<file path="src/common/rpc_pkg.sv">
// Constants, register map and helper tables of the ramp and protection control block
`default_nettype none
package rpc_pkg;

	// ------------------------------------------------------------
	// Register offsets
	// ------------------------------------------------------------
	localparam logic [7:0] ADDR_RAMP_CFG = 8'h03;
	localparam logic [7:0] ADDR_CUR_LIMIT = 8'h08;
	localparam logic [7:0] ADDR_STATUS = 8'h16;

	// ------------------------------------------------------------
	// Field positions and reset values
	// ------------------------------------------------------------
	localparam int RISE_LSB = 4;
	localparam int SHAPE_BIT = 3;
	localparam int FALL_LSB = 0;
	localparam int DROOP_LSB = 5;
	localparam int COMP_BIT = 4;
	localparam int LIMIT_LSB = 0;
	localparam logic [7:0] RAMP_CFG_RST = 8'h1C;
	localparam logic [7:0] CUR_LIMIT_RST = 8'h1B;
	localparam logic [3:0] LIMIT_MAX = 4'hB;
	// Status flags, active low, 1 means no event
	localparam int FL_WARN = 0;
	localparam int FL_WIN = 1;
	localparam int FL_OC = 2;
	localparam int FL_UV = 3;
	localparam int FL_OT = 4;
	localparam int FL_TR = 5;
	localparam logic [5:0] STATUS_RST = 6'h3F;

	// ------------------------------------------------------------
	// Thresholds and timing
	// ------------------------------------------------------------
	localparam logic [7:0] WARN_SET_C = 8'd120;
	localparam logic [7:0] WARN_CLR_C = 8'd117;
	localparam logic [7:0] FAULT_C = 8'd130;
	localparam int LSB_UV = 2500;
	localparam int TRACK_MV = 250;
	localparam logic [11:0] TRACK_LSB = 12'(TRACK_MV * 1000 / LSB_UV);
	localparam int STEP_MV = 10;
	localparam logic [11:0] STEP_LSB = 12'(STEP_MV * 1000 / LSB_UV);
	localparam int CLK_PERIOD_NS = 8;
	localparam int MS_NS = 1000000;
	localparam logic [7:0] RETRY_MS = 8'd130;
	localparam logic [7:0] PG_DELAY_MAX_MS = 8'd150;
	localparam int MCLK_PERIOD_NS = 1000;

	typedef enum logic [2:0] {ST_OFF, ST_RISE, ST_STEADY, ST_FALL, ST_HOLD} rpc_state_t;

	// Master clock periods per 10 mV step for each slew code
	function automatic logic [7:0] rpc_step_ticks(input logic [2:0] code);
		logic [15:0] ns;
		unique case (code)
			3'h0: ns = 16'd200;
			3'h1: ns = 16'd100;
			3'h2: ns = 16'd50;
			3'h3: ns = 16'd40;
			3'h4: ns = 16'd20;
			3'h5: ns = 16'd10;
			3'h6: ns = 16'd5;
			3'h7: ns = 16'd200;
		endcase
		return 8'(32'(ns) * 1000 / MCLK_PERIOD_NS);
	endfunction

	// Current limit in percent of rating; codes above the top clamp to it
	function automatic logic [7:0] rpc_limit_pct(input logic [3:0] code);
		logic [7:0] pct;
		pct = 8'd140;
		if (code < LIMIT_MAX) begin
			pct = 8'(8'd37 + 8'(code) * 8'd10);
		end
		return pct;
	endfunction

endpackage
`default_nettype wire

</file>
<file path="src/verilog/rpc_step_timer.sv">
// Divider that turns master clock ticks into reference step pulses
`timescale 1ns/1ns
`default_nettype none
module rpc_step_timer
	import rpc_pkg::*;
(
	// Clock and reset
	input wire logic clk,
	input wire logic arst_n,
	// Control
	input wire logic tick,
	input wire logic run,
	input wire logic [2:0] code,
	// Step pulse
	output logic step
);

	logic [7:0] cnt_reg;

	// ------------------------------------------------------------
	// Count master ticks, one step per programmed interval
	// ------------------------------------------------------------
	always_ff @(posedge clk or negedge arst_n) begin
		if (!arst_n) begin
			cnt_reg <= 8'h00;
			step <= 1'b0;
		end else if (!run) begin
			cnt_reg <= 8'h00;
			step <= 1'b0;
		end else begin
			step <= 1'b0;
			if (tick) begin
				if (cnt_reg >= rpc_step_ticks(code) - 8'h01) begin
					cnt_reg <= 8'h00;
					step <= 1'b1;
				end else begin
					cnt_reg <= cnt_reg + 8'h01;
				end
			end
		end
	end

endmodule
`default_nettype wire

</file>
<file path="src/verilog/rpc_ramp_protect_ctrl.sv">
// Ramp generation, current limit setting and protection state of the converter
//
// Operation
// - Rise and fall slew codes, defaults 1/4
// - Bit 3 enables shaped turn-off ramp
// - Bits 7:5 select load-regulation droop
// - Bit 4 enables limit temperature compensation
// - Limit code, reset 0xB, clamp above
// - Warnings report only, never turn off
// - Thermal warning above 120, clears below 117
// - Power-good low outside programmable window
// - Power-good checked in steady state, delayed
// - Warning pulls pin low, flag zero
// - External low on pin starts warning
// - Power-good low at command or ramp
// - Any fault turns the output off
// - Overcurrent past pre-bias: flag, fast off
// - Steady undervoltage without overcurrent: sequenced off
// - Above 130 degrees: flag, sequenced off
// - Non-latching thermal fault restarts below 120
// - Rising tracking error over 250mV: fast off
// - Tracking protection can be disabled
// - Switching withheld until reference passes pre-bias
// - Window and undervoltage thresholds scale with the active setpoint
// - Ramp in 10mV steps from master clock
// - Non-latching faults retry every 130ms
`timescale 1ns/1ns
`default_nettype none
module rpc_ramp_protect_ctrl
	import rpc_pkg::*;
#(
	parameter int MS_CYCLES = MS_NS / CLK_PERIOD_NS
)
(
	// Clock and reset
	input wire logic clk,
	input wire logic arst_n,
	// Register port
	input wire logic [7:0] reg_addr,
	input wire logic [7:0] reg_wdata,
	input wire logic reg_wr,
	output logic [7:0] reg_rdata,
	// Control levels
	input wire logic turn_on,
	input wire logic track_en,
	input wire logic pg_hi_110,
	input wire logic pg_lo_95,
	input wire logic [7:0] pg_delay_ms,
	input wire logic pg_off_immediate,
	input wire logic [6:0] uv_pct,
	input wire logic [3:0] latch_mask,
	// Measurements
	input wire logic [11:0] vout_meas,
	input wire logic [11:0] vset,
	input wire logic [7:0] iout_pct,
	input wire logic [7:0] temp_c,
	// Pins
	input wire logic mclk_pin,
	input wire logic pg_in,
	output logic pg_out,
	output logic pg_oe_n,
	// Power stage and settings
	output logic [11:0] ref_code,
	output logic hs_on,
	output logic ls_on,
	output logic [2:0] droop_code,
	output logic copper_comp_enable,
	output logic [3:0] limit_threshold_code
);

	// ------------------------------------------------------------
	// Declarations
	// ------------------------------------------------------------
	rpc_state_t state_reg;
	logic [7:0] ramp_rate_config;
	logic [5:0] st_reg;
	logic [16:0] ms_cnt_reg;
	logic ms_tick;
	logic mclk_s1, mclk_s2, mclk_s3;
	logic pg_s1, pg_s2;
	logic [1:0] rel_cnt_reg;
	logic [7:0] hold_cnt_reg;
	logic [7:0] pg_cnt_reg;
	logic [11:0] prebias_reg;
	logic prebias_ok;
	logic step;
	logic [18:0] vo100, win_hi, win_lo, uv_lvl;
	logic [11:0] trk_diff;
	logic in_window, ext_low, pg_ready, pg_good;
	logic oc_hit, trk_hit, uv_hit, ot_hit, fast_trip, seq_trip;
	logic st_write;
	logic [3:0] flt_ev, flt_gone;

	// ------------------------------------------------------------
	// Synchronisers and millisecond tick
	// ------------------------------------------------------------
	always_ff @(posedge clk or negedge arst_n) begin
		if (!arst_n) begin
			mclk_s1 <= 1'b0;
			mclk_s2 <= 1'b0;
			mclk_s3 <= 1'b0;
			pg_s1 <= 1'b0;
			pg_s2 <= 1'b0;
		end else begin
			mclk_s1 <= mclk_pin;
			mclk_s2 <= mclk_s1;
			mclk_s3 <= mclk_s2;
			pg_s1 <= pg_in;
			pg_s2 <= pg_s1;
		end
	end

	// Free running millisecond divider
	always_ff @(posedge clk or negedge arst_n) begin
		if (!arst_n) begin
			ms_cnt_reg <= 17'h00000;
			ms_tick <= 1'b0;
		end else if (ms_cnt_reg >= 17'(MS_CYCLES - 1)) begin
			ms_cnt_reg <= 17'h00000;
			ms_tick <= 1'b1;
		end else begin
			ms_cnt_reg <= ms_cnt_reg + 17'h00001;
			ms_tick <= 1'b0;
		end
	end

	// ------------------------------------------------------------
	// Register file
	// ------------------------------------------------------------
	assign st_write = reg_wr && reg_addr == ADDR_STATUS;

	// Configuration writes, limit code clamped on entry
	always_ff @(posedge clk or negedge arst_n) begin
		if (!arst_n) begin
			ramp_rate_config <= RAMP_CFG_RST;
			droop_code <= CUR_LIMIT_RST[DROOP_LSB +: 3];
			copper_comp_enable <= CUR_LIMIT_RST[COMP_BIT];
			limit_threshold_code <= CUR_LIMIT_RST[LIMIT_LSB +: 4];
		end else if (reg_wr) begin
			if (reg_addr == ADDR_RAMP_CFG) begin
				ramp_rate_config <= {1'b0, reg_wdata[6:0]};
			end
			if (reg_addr == ADDR_CUR_LIMIT) begin
				droop_code <= reg_wdata[DROOP_LSB +: 3];
				copper_comp_enable <= reg_wdata[COMP_BIT];
				limit_threshold_code <= (reg_wdata[3:0] > LIMIT_MAX) ? LIMIT_MAX : reg_wdata[3:0];
			end
		end
	end

	// Registered read data, unmapped offsets read zero
	always_ff @(posedge clk or negedge arst_n) begin
		if (!arst_n) begin
			reg_rdata <= 8'h00;
		end else begin
			case (reg_addr)
				ADDR_RAMP_CFG: reg_rdata <= ramp_rate_config;
				ADDR_CUR_LIMIT: reg_rdata <= {droop_code, copper_comp_enable, limit_threshold_code};
				ADDR_STATUS: reg_rdata <= {2'b00, st_reg};
				default: reg_rdata <= 8'h00;
			endcase
		end
	end

	// ------------------------------------------------------------
	// Threshold comparisons, window and undervoltage scaled by the active setpoint
	// ------------------------------------------------------------
	assign vo100 = 19'(vout_meas * 7'd100);
	assign win_hi = 19'(vset * (pg_hi_110 ? 7'd110 : 7'd105));
	assign win_lo = 19'(vset * (pg_lo_95 ? 7'd95 : 7'd90));
	assign uv_lvl = 19'(vset * uv_pct);
	assign in_window = vo100 <= win_hi && vo100 >= win_lo;
	assign trk_diff = (vout_meas > ref_code) ? vout_meas - ref_code : ref_code - vout_meas;
	assign oc_hit = prebias_ok && (hs_on || ls_on) && iout_pct >= rpc_limit_pct(limit_threshold_code);
	assign trk_hit = track_en && state_reg == ST_RISE && prebias_ok && trk_diff > TRACK_LSB;
	assign uv_hit = state_reg == ST_STEADY && vo100 < uv_lvl && !oc_hit;
	assign ot_hit = temp_c > FAULT_C;
	assign fast_trip = oc_hit || trk_hit;
	assign seq_trip = uv_hit || ot_hit;

	// ------------------------------------------------------------
	// Ramp step timing from the master clock
	// ------------------------------------------------------------
	rpc_step_timer u_step (
		.clk(clk),
		.arst_n(arst_n),
		.tick(mclk_s2 && !mclk_s3),
		.run(state_reg == ST_RISE || state_reg == ST_FALL),
		.code(state_reg == ST_FALL ? ramp_rate_config[FALL_LSB +: 3] : ramp_rate_config[RISE_LSB +: 3]),
		.step(step)
	);

	// ------------------------------------------------------------
	// Sequencing state machine
	// ------------------------------------------------------------
	always_ff @(posedge clk or negedge arst_n) begin
		if (!arst_n) begin
			state_reg <= ST_OFF;
			ref_code <= 12'h000;
			prebias_reg <= 12'h000;
			prebias_ok <= 1'b0;
			hs_on <= 1'b0;
			ls_on <= 1'b0;
			hold_cnt_reg <= 8'h00;
		end else begin
			unique case (state_reg)
				ST_OFF: begin
					ref_code <= 12'h000;
					prebias_ok <= 1'b0;
					if (turn_on && &st_reg[FL_TR:FL_OC] && !ot_hit) begin
						prebias_reg <= vout_meas;
						state_reg <= ST_RISE;
					end
				end
				ST_RISE: begin
					if (fast_trip) begin
						hs_on <= 1'b0;
						ls_on <= 1'b0;
						hold_cnt_reg <= 8'h00;
						state_reg <= ST_HOLD;
					end else if (ot_hit || !turn_on) begin
						state_reg <= ST_FALL;
					end else begin
						if (step) begin
							ref_code <= (vset - ref_code > STEP_LSB) ? ref_code + STEP_LSB : vset;
						end
						if (ref_code >= prebias_reg) begin
							prebias_ok <= 1'b1;
							hs_on <= 1'b1;
							ls_on <= 1'b1;
						end
						if (prebias_ok && ref_code >= vset) begin
							state_reg <= ST_STEADY;
						end
					end
				end
				ST_STEADY: begin
					ref_code <= vset;
					if (oc_hit) begin
						hs_on <= 1'b0;
						ls_on <= 1'b0;
						hold_cnt_reg <= 8'h00;
						state_reg <= ST_HOLD;
					end else if (seq_trip || !turn_on) begin
						state_reg <= ST_FALL;
					end
				end
				ST_FALL: begin
					if (oc_hit || !ramp_rate_config[SHAPE_BIT] || ref_code == 12'h000) begin
						hs_on <= 1'b0;
						ls_on <= 1'b0;
						hold_cnt_reg <= 8'h00;
						state_reg <= ST_HOLD;
					end else if (step) begin
						ref_code <= (ref_code > STEP_LSB) ? ref_code - STEP_LSB : 12'h000;
					end
				end
				ST_HOLD: begin
					ref_code <= 12'h000;
					if (ms_tick) begin
						hold_cnt_reg <= hold_cnt_reg + 8'h01;
					end
					if (hold_cnt_reg >= RETRY_MS) begin
						state_reg <= ST_OFF;
					end
				end
			endcase
		end
	end

	// ------------------------------------------------------------
	// Fault flags: event wins, restore when gone and allowed
	// ------------------------------------------------------------
	assign flt_ev = {trk_hit, ot_hit, uv_hit, oc_hit};
	// Overcurrent counts as gone only once the measured current is back under the limit
	assign flt_gone = {!trk_hit, temp_c < WARN_SET_C, !uv_hit, iout_pct < rpc_limit_pct(limit_threshold_code)};

	always_ff @(posedge clk or negedge arst_n) begin
		if (!arst_n) begin
			st_reg[FL_TR:FL_OC] <= STATUS_RST[FL_TR:FL_OC];
		end else begin
			for (int i = 0; i < 4; i++) begin
				if (flt_ev[i]) begin
					st_reg[FL_OC + i] <= 1'b0;
				end else if (flt_gone[i] && (!latch_mask[i] || !turn_on || (st_write && reg_wdata[FL_OC + i]))) begin
					st_reg[FL_OC + i] <= 1'b1;
				end
			end
		end
	end

	// Thermal warning with hysteresis, report only
	always_ff @(posedge clk or negedge arst_n) begin
		if (!arst_n) begin
			st_reg[FL_WARN] <= STATUS_RST[FL_WARN];
		end else if (temp_c > WARN_SET_C) begin
			st_reg[FL_WARN] <= 1'b0;
		end else if (temp_c < WARN_CLR_C) begin
			st_reg[FL_WARN] <= 1'b1;
		end
	end

	// ------------------------------------------------------------
	// Power-good delay, window flag and open-drain pin
	// ------------------------------------------------------------
	assign ext_low = !pg_s2 && rel_cnt_reg == 2'h3;
	assign pg_ready = state_reg == ST_STEADY && (pg_cnt_reg >= pg_delay_ms || pg_cnt_reg >= PG_DELAY_MAX_MS);
	// External low is only reported, so our own pull never masks it and the flag stays steady
	assign pg_good = pg_ready && in_window && (turn_on || !pg_off_immediate);

	// Release delay counted from steady state entry
	always_ff @(posedge clk or negedge arst_n) begin
		if (!arst_n) begin
			pg_cnt_reg <= 8'h00;
		end else if (state_reg != ST_STEADY) begin
			pg_cnt_reg <= 8'h00;
		end else if (ms_tick && pg_cnt_reg < PG_DELAY_MAX_MS) begin
			pg_cnt_reg <= pg_cnt_reg + 8'h01;
		end
	end

	// Pin drive; own low is ignored until the line has settled released
	always_ff @(posedge clk or negedge arst_n) begin
		if (!arst_n) begin
			pg_out <= 1'b0;
			pg_oe_n <= 1'b0;
			rel_cnt_reg <= 2'h0;
		end else begin
			pg_out <= 1'b0;
			pg_oe_n <= pg_good;
			if (!pg_oe_n) begin
				rel_cnt_reg <= 2'h0;
			end else if (rel_cnt_reg != 2'h3) begin
				rel_cnt_reg <= rel_cnt_reg + 2'h1;
			end
		end
	end

	// Window flag reports only while the check is live
	always_ff @(posedge clk or negedge arst_n) begin
		if (!arst_n) begin
			st_reg[FL_WIN] <= STATUS_RST[FL_WIN];
		end else if (pg_ready && (!in_window || ext_low)) begin
			st_reg[FL_WIN] <= 1'b0;
		end else begin
			st_reg[FL_WIN] <= 1'b1;
		end
	end
endmodule
`default_nettype wire

</file>
<file path="config.mk">
export PLATFORM = sky130hd
export DESIGN_NAME = rpc_ramp_protect_ctrl
export DESIGN_NICKNAME = d
export VERILOG_FILES = /design/src/common/rpc_pkg.sv /design/src/verilog/rpc_step_timer.sv /design/src/verilog/rpc_ramp_protect_ctrl.sv
export SDC_FILE = /design/constraint.sdc
export NUM_CORES = 1
export LEC_CHECK = 0
export ABC_AREA = 1
export BUFFER_PORTS_ARGS = -buffer_cell sky130_fd_sc_hd__buf_2
export CAP_MARGIN = 20
export CORE_MARGIN = 3
export CORE_UTILIZATION = 25
export DETAILED_ROUTE_END_ITERATION = 6
export PLACE_DENSITY_LB_ADDON = 0.3
export SYNTH_ARGS = -nofsm -noshare
export SYNTH_HDL_FRONTEND = slang
export SYNTH_HIERARCHICAL = 1
export SYNTH_SLANG_ARGS = --single-unit
</file>
<file path="constraint.sdc">
create_clock -name clk -period 17.5 [get_ports clk]
set_input_delay 3.5 -clock clk [delete_from_list [all_inputs] [get_ports clk]]
set_output_delay 3.5 -clock clk [all_outputs]
set_load 0.02 [all_outputs]
</file>
==> results.tsv <==
metric	value	unit
multi_input_comb_area	18200	sq um
synth_edf_count	0	
via_per_inst	4.48	
top_layer	met4	
r2r_setup_slack	1850	ps
route.met2.wl	31.4	mm
grt_pass1_wl	110	mm
synth-async-reset-ratio	1.00	
clock_latency	360	ps
ys.flop_type	dfrtp_1	
clock-root-buffer	clkbuf_16	
fin_nets	4180	
clk_pin_slew	90	ps
min_path_type	reg2reg	
synth_most_common_cell	nand2_1	
core_area	94000	sq um
num_vias	21712	
pin_count	117	
synthTopCellsByArea	ha_1, nand2_1, fa_1	
design_area	26100	sq um
endpoint	u_step/cnt_reg[7]	
cts_tree	done	
routed_wl	66.4	mm
max_freq	0.0639	GHz
final-seq-area	2740	sq um
reg2reg_to	u_step/cnt_reg[7]	
hold_violations	0	
clock_sinks	109	
cp_top_family	simple AND/OR/NAND/NOR gates	
route.antenna.remaining_nets	0	
startpoint	state_reg[0]	
fin_crit_sh	0.894	
clk_path_buf_depth	2	
worst-path-buf-inv	14	
max-cap-violations	0	
antenna_found_initial	7	
min_period	15650	ps
timing.critical_path.required	17720	ps
antenna_cells	0	
finClkSkew	19.5	ps
grt_pass1_vias	20942	
timing.hold.ws	358	ps
slew_viol_final	0	
tns	0	ps
cp_max_fo	20	
drive_above_1_share	0.0990	
largest_register_ffs	17	
path_class	reg2reg	
rr_startpoint	state_reg[0]	
grtUsageTotal	0.134	
drcViolationCount	0	
die_height	315	um
post_cts_resize_count	0	
place_hpwl	56.1	mm
drt_first_pass_iters	7	
m1WireLength	32.9	mm
drtIter0Drc	1298	
yosysTopAreaCellShare	0.187	
routedWlPerCell	13.7	um
syn_area	23900	sq um
arrival	15880	ps
worstRegToRegCells	96	
synth_largest_area_cell	ha_1	
die_area	99300	sq um
cts_made_buffers	9	
grt_max_degree	73	
synth_seq_cells	109	
syn-instance-count	3507	
end_kind	flop	
synth-seq-area-share	0.115	
cp_slowest_cell	o21ai_0	
synth_common_cells	nand2_1, inv_1, ha_1	
gp_congestion	0.860	
outcome	complete, no violations	
tightest_slew	964	ps
hold_buffers	0	
port_buffers	115	
rsz0062_at_grt	no	
postCtsSetupRepairBufs	0	
finalSetupViolCount	0	
rows	112	
cp_num_cells	96	
critPathMostFrequentCell	nand2_1	
startpoint_type	flop	
dpl_cell_area	25800	sq um
die_x	315	um
wl_met3	1.68	mm
grt_overflow	0	
syn_to_final_growth	9.24	%
cpPeakStageDelay	730	ps
yosys.cell_types.count	65	
initial_core_util	0.254	
nFillCells	10413	
ys_warn_count	6	
htreeDepth	3	
syn_area_per_cell	6.81	sq um
maxSlewHeadroom	0.358	
## cells by family after synthesis
family / Yosys count / synth area share
and+or+nand+nor: 1622 / 0.311
buffers and inverters: 759 / 0.125
adders and majority gates: 503 / 0.309
AOI/OAI and AO/OA: 385 / 0.0938
xor gates and xnor gates: 127 / 0.0465
DFF: 109 / 0.115
other: 1 / 0.000157
muxes: 1 / 0.000471
## worst min path at each step
| stage | slack, ps | cells past startpoint | start | to |
|---|---|---|---|---|
| 2_1_floorplan | 330 | 0 | mclk_s1 | mclk_s2 |
| 3_3_place_gp | 330 | 0 | pg_s1 | pg_s2 |
| 3_5_place_dp | 340 | 0 | pg_s1 | pg_s2 |
| 4_1_cts | 360 | 0 | mclk_s1 | mclk_s2 |
| 5_1_grt | 370 | 0 | pg_s1 | pg_s2 |
| 6_report | 360 | 0 | pg_s1 | pg_s2 |
## worst register-to-register path: cells and delay by family, from the launching register on
kind | cells | cell delay (ps)
fa+ha+maj | 9 | 3090
xor+xnor | 1 | 170
buf+inv | 14 | 1450
compound gates | 5 | 1660
simple gates | 67 | 8750
flops | 1 | 410
## placed cells by master, fill, tap and decap left out, types with 8 or more instances in the layout
| master | instances |
|---|---|
| nand2_2 | 50 |
| fa_1 | 145 |
| o211ai_1 | 13 |
| nand4_1 | 53 |
| a211oi_1 | 8 |
| nor3b_1 | 10 |
| dfstp_2 | 13 |
| o21ai_2 | 11 |
| nand3_1 | 238 |
| nand3b_1 | 8 |
| nand3_2 | 21 |
| o21ai_1 | 32 |
| o21bai_1 | 12 |
| nor2_2 | 26 |
| buf_2 | 114 |
| o21a_1 | 10 |
| a31oi_1 | 11 |
| xor2_1 | 88 |
| clkbuf_16 | 9 |
| nor3_1 | 38 |
| nand2_1 | 889 |
| o21ai_0 | 99 |
| xnor2_1 | 39 |
| inv_2 | 27 |
| nor2_4 | 15 |
| nor2_1 | 221 |
| nand2_4 | 18 |
| a21oi_1 | 137 |
| or2_2 | 10 |
| inv_1 | 673 |
| ha_1 | 358 |
| o22ai_1 | 14 |
| dfrtp_1 | 96 |
| buf_4 | 15 |
## per-layer routing
metal  GRT usage  up-vias
li1            -    11267
met1       0.189    10107
met2       0.232      304
met3     0.00763       34
met4      0.0116        0
met5           0        -
## metrics by stage
| stage | setup WS (ps) | instances | util |
|---|---|---|---|
| 2_1_floorplan | 4390 | 3508 | - |
| 3_3_place_gp | 2350 | 4834 | 0.274 |
| 3_5_place_dp | 1900 | 4835 | 0.275 |
| 4_1_cts | 1840 | 4851 | 0.278 |
| 5_1_grt | 14.3 | 4851 | 0.278 |
| 6_report | 1850 | 4851 | 0.278 |
## area by class of cell
type | instances | share of cell area
Inverter | 702 | 0.101
Clock inverter | 7 | 0.00216
Timing Repair Buffer | 130 | 0.0266
Multi-Input combinational cell | 2640 | 0.696
Tap cell | 1254 | 0.0601
Sequential cell | 109 | 0.105
Clock buffer | 9 | 0.00863
Power is left out: the tool's default activity adds up to more than one toggle a clock period on the data nets, which glitch-free logic cannot reach.
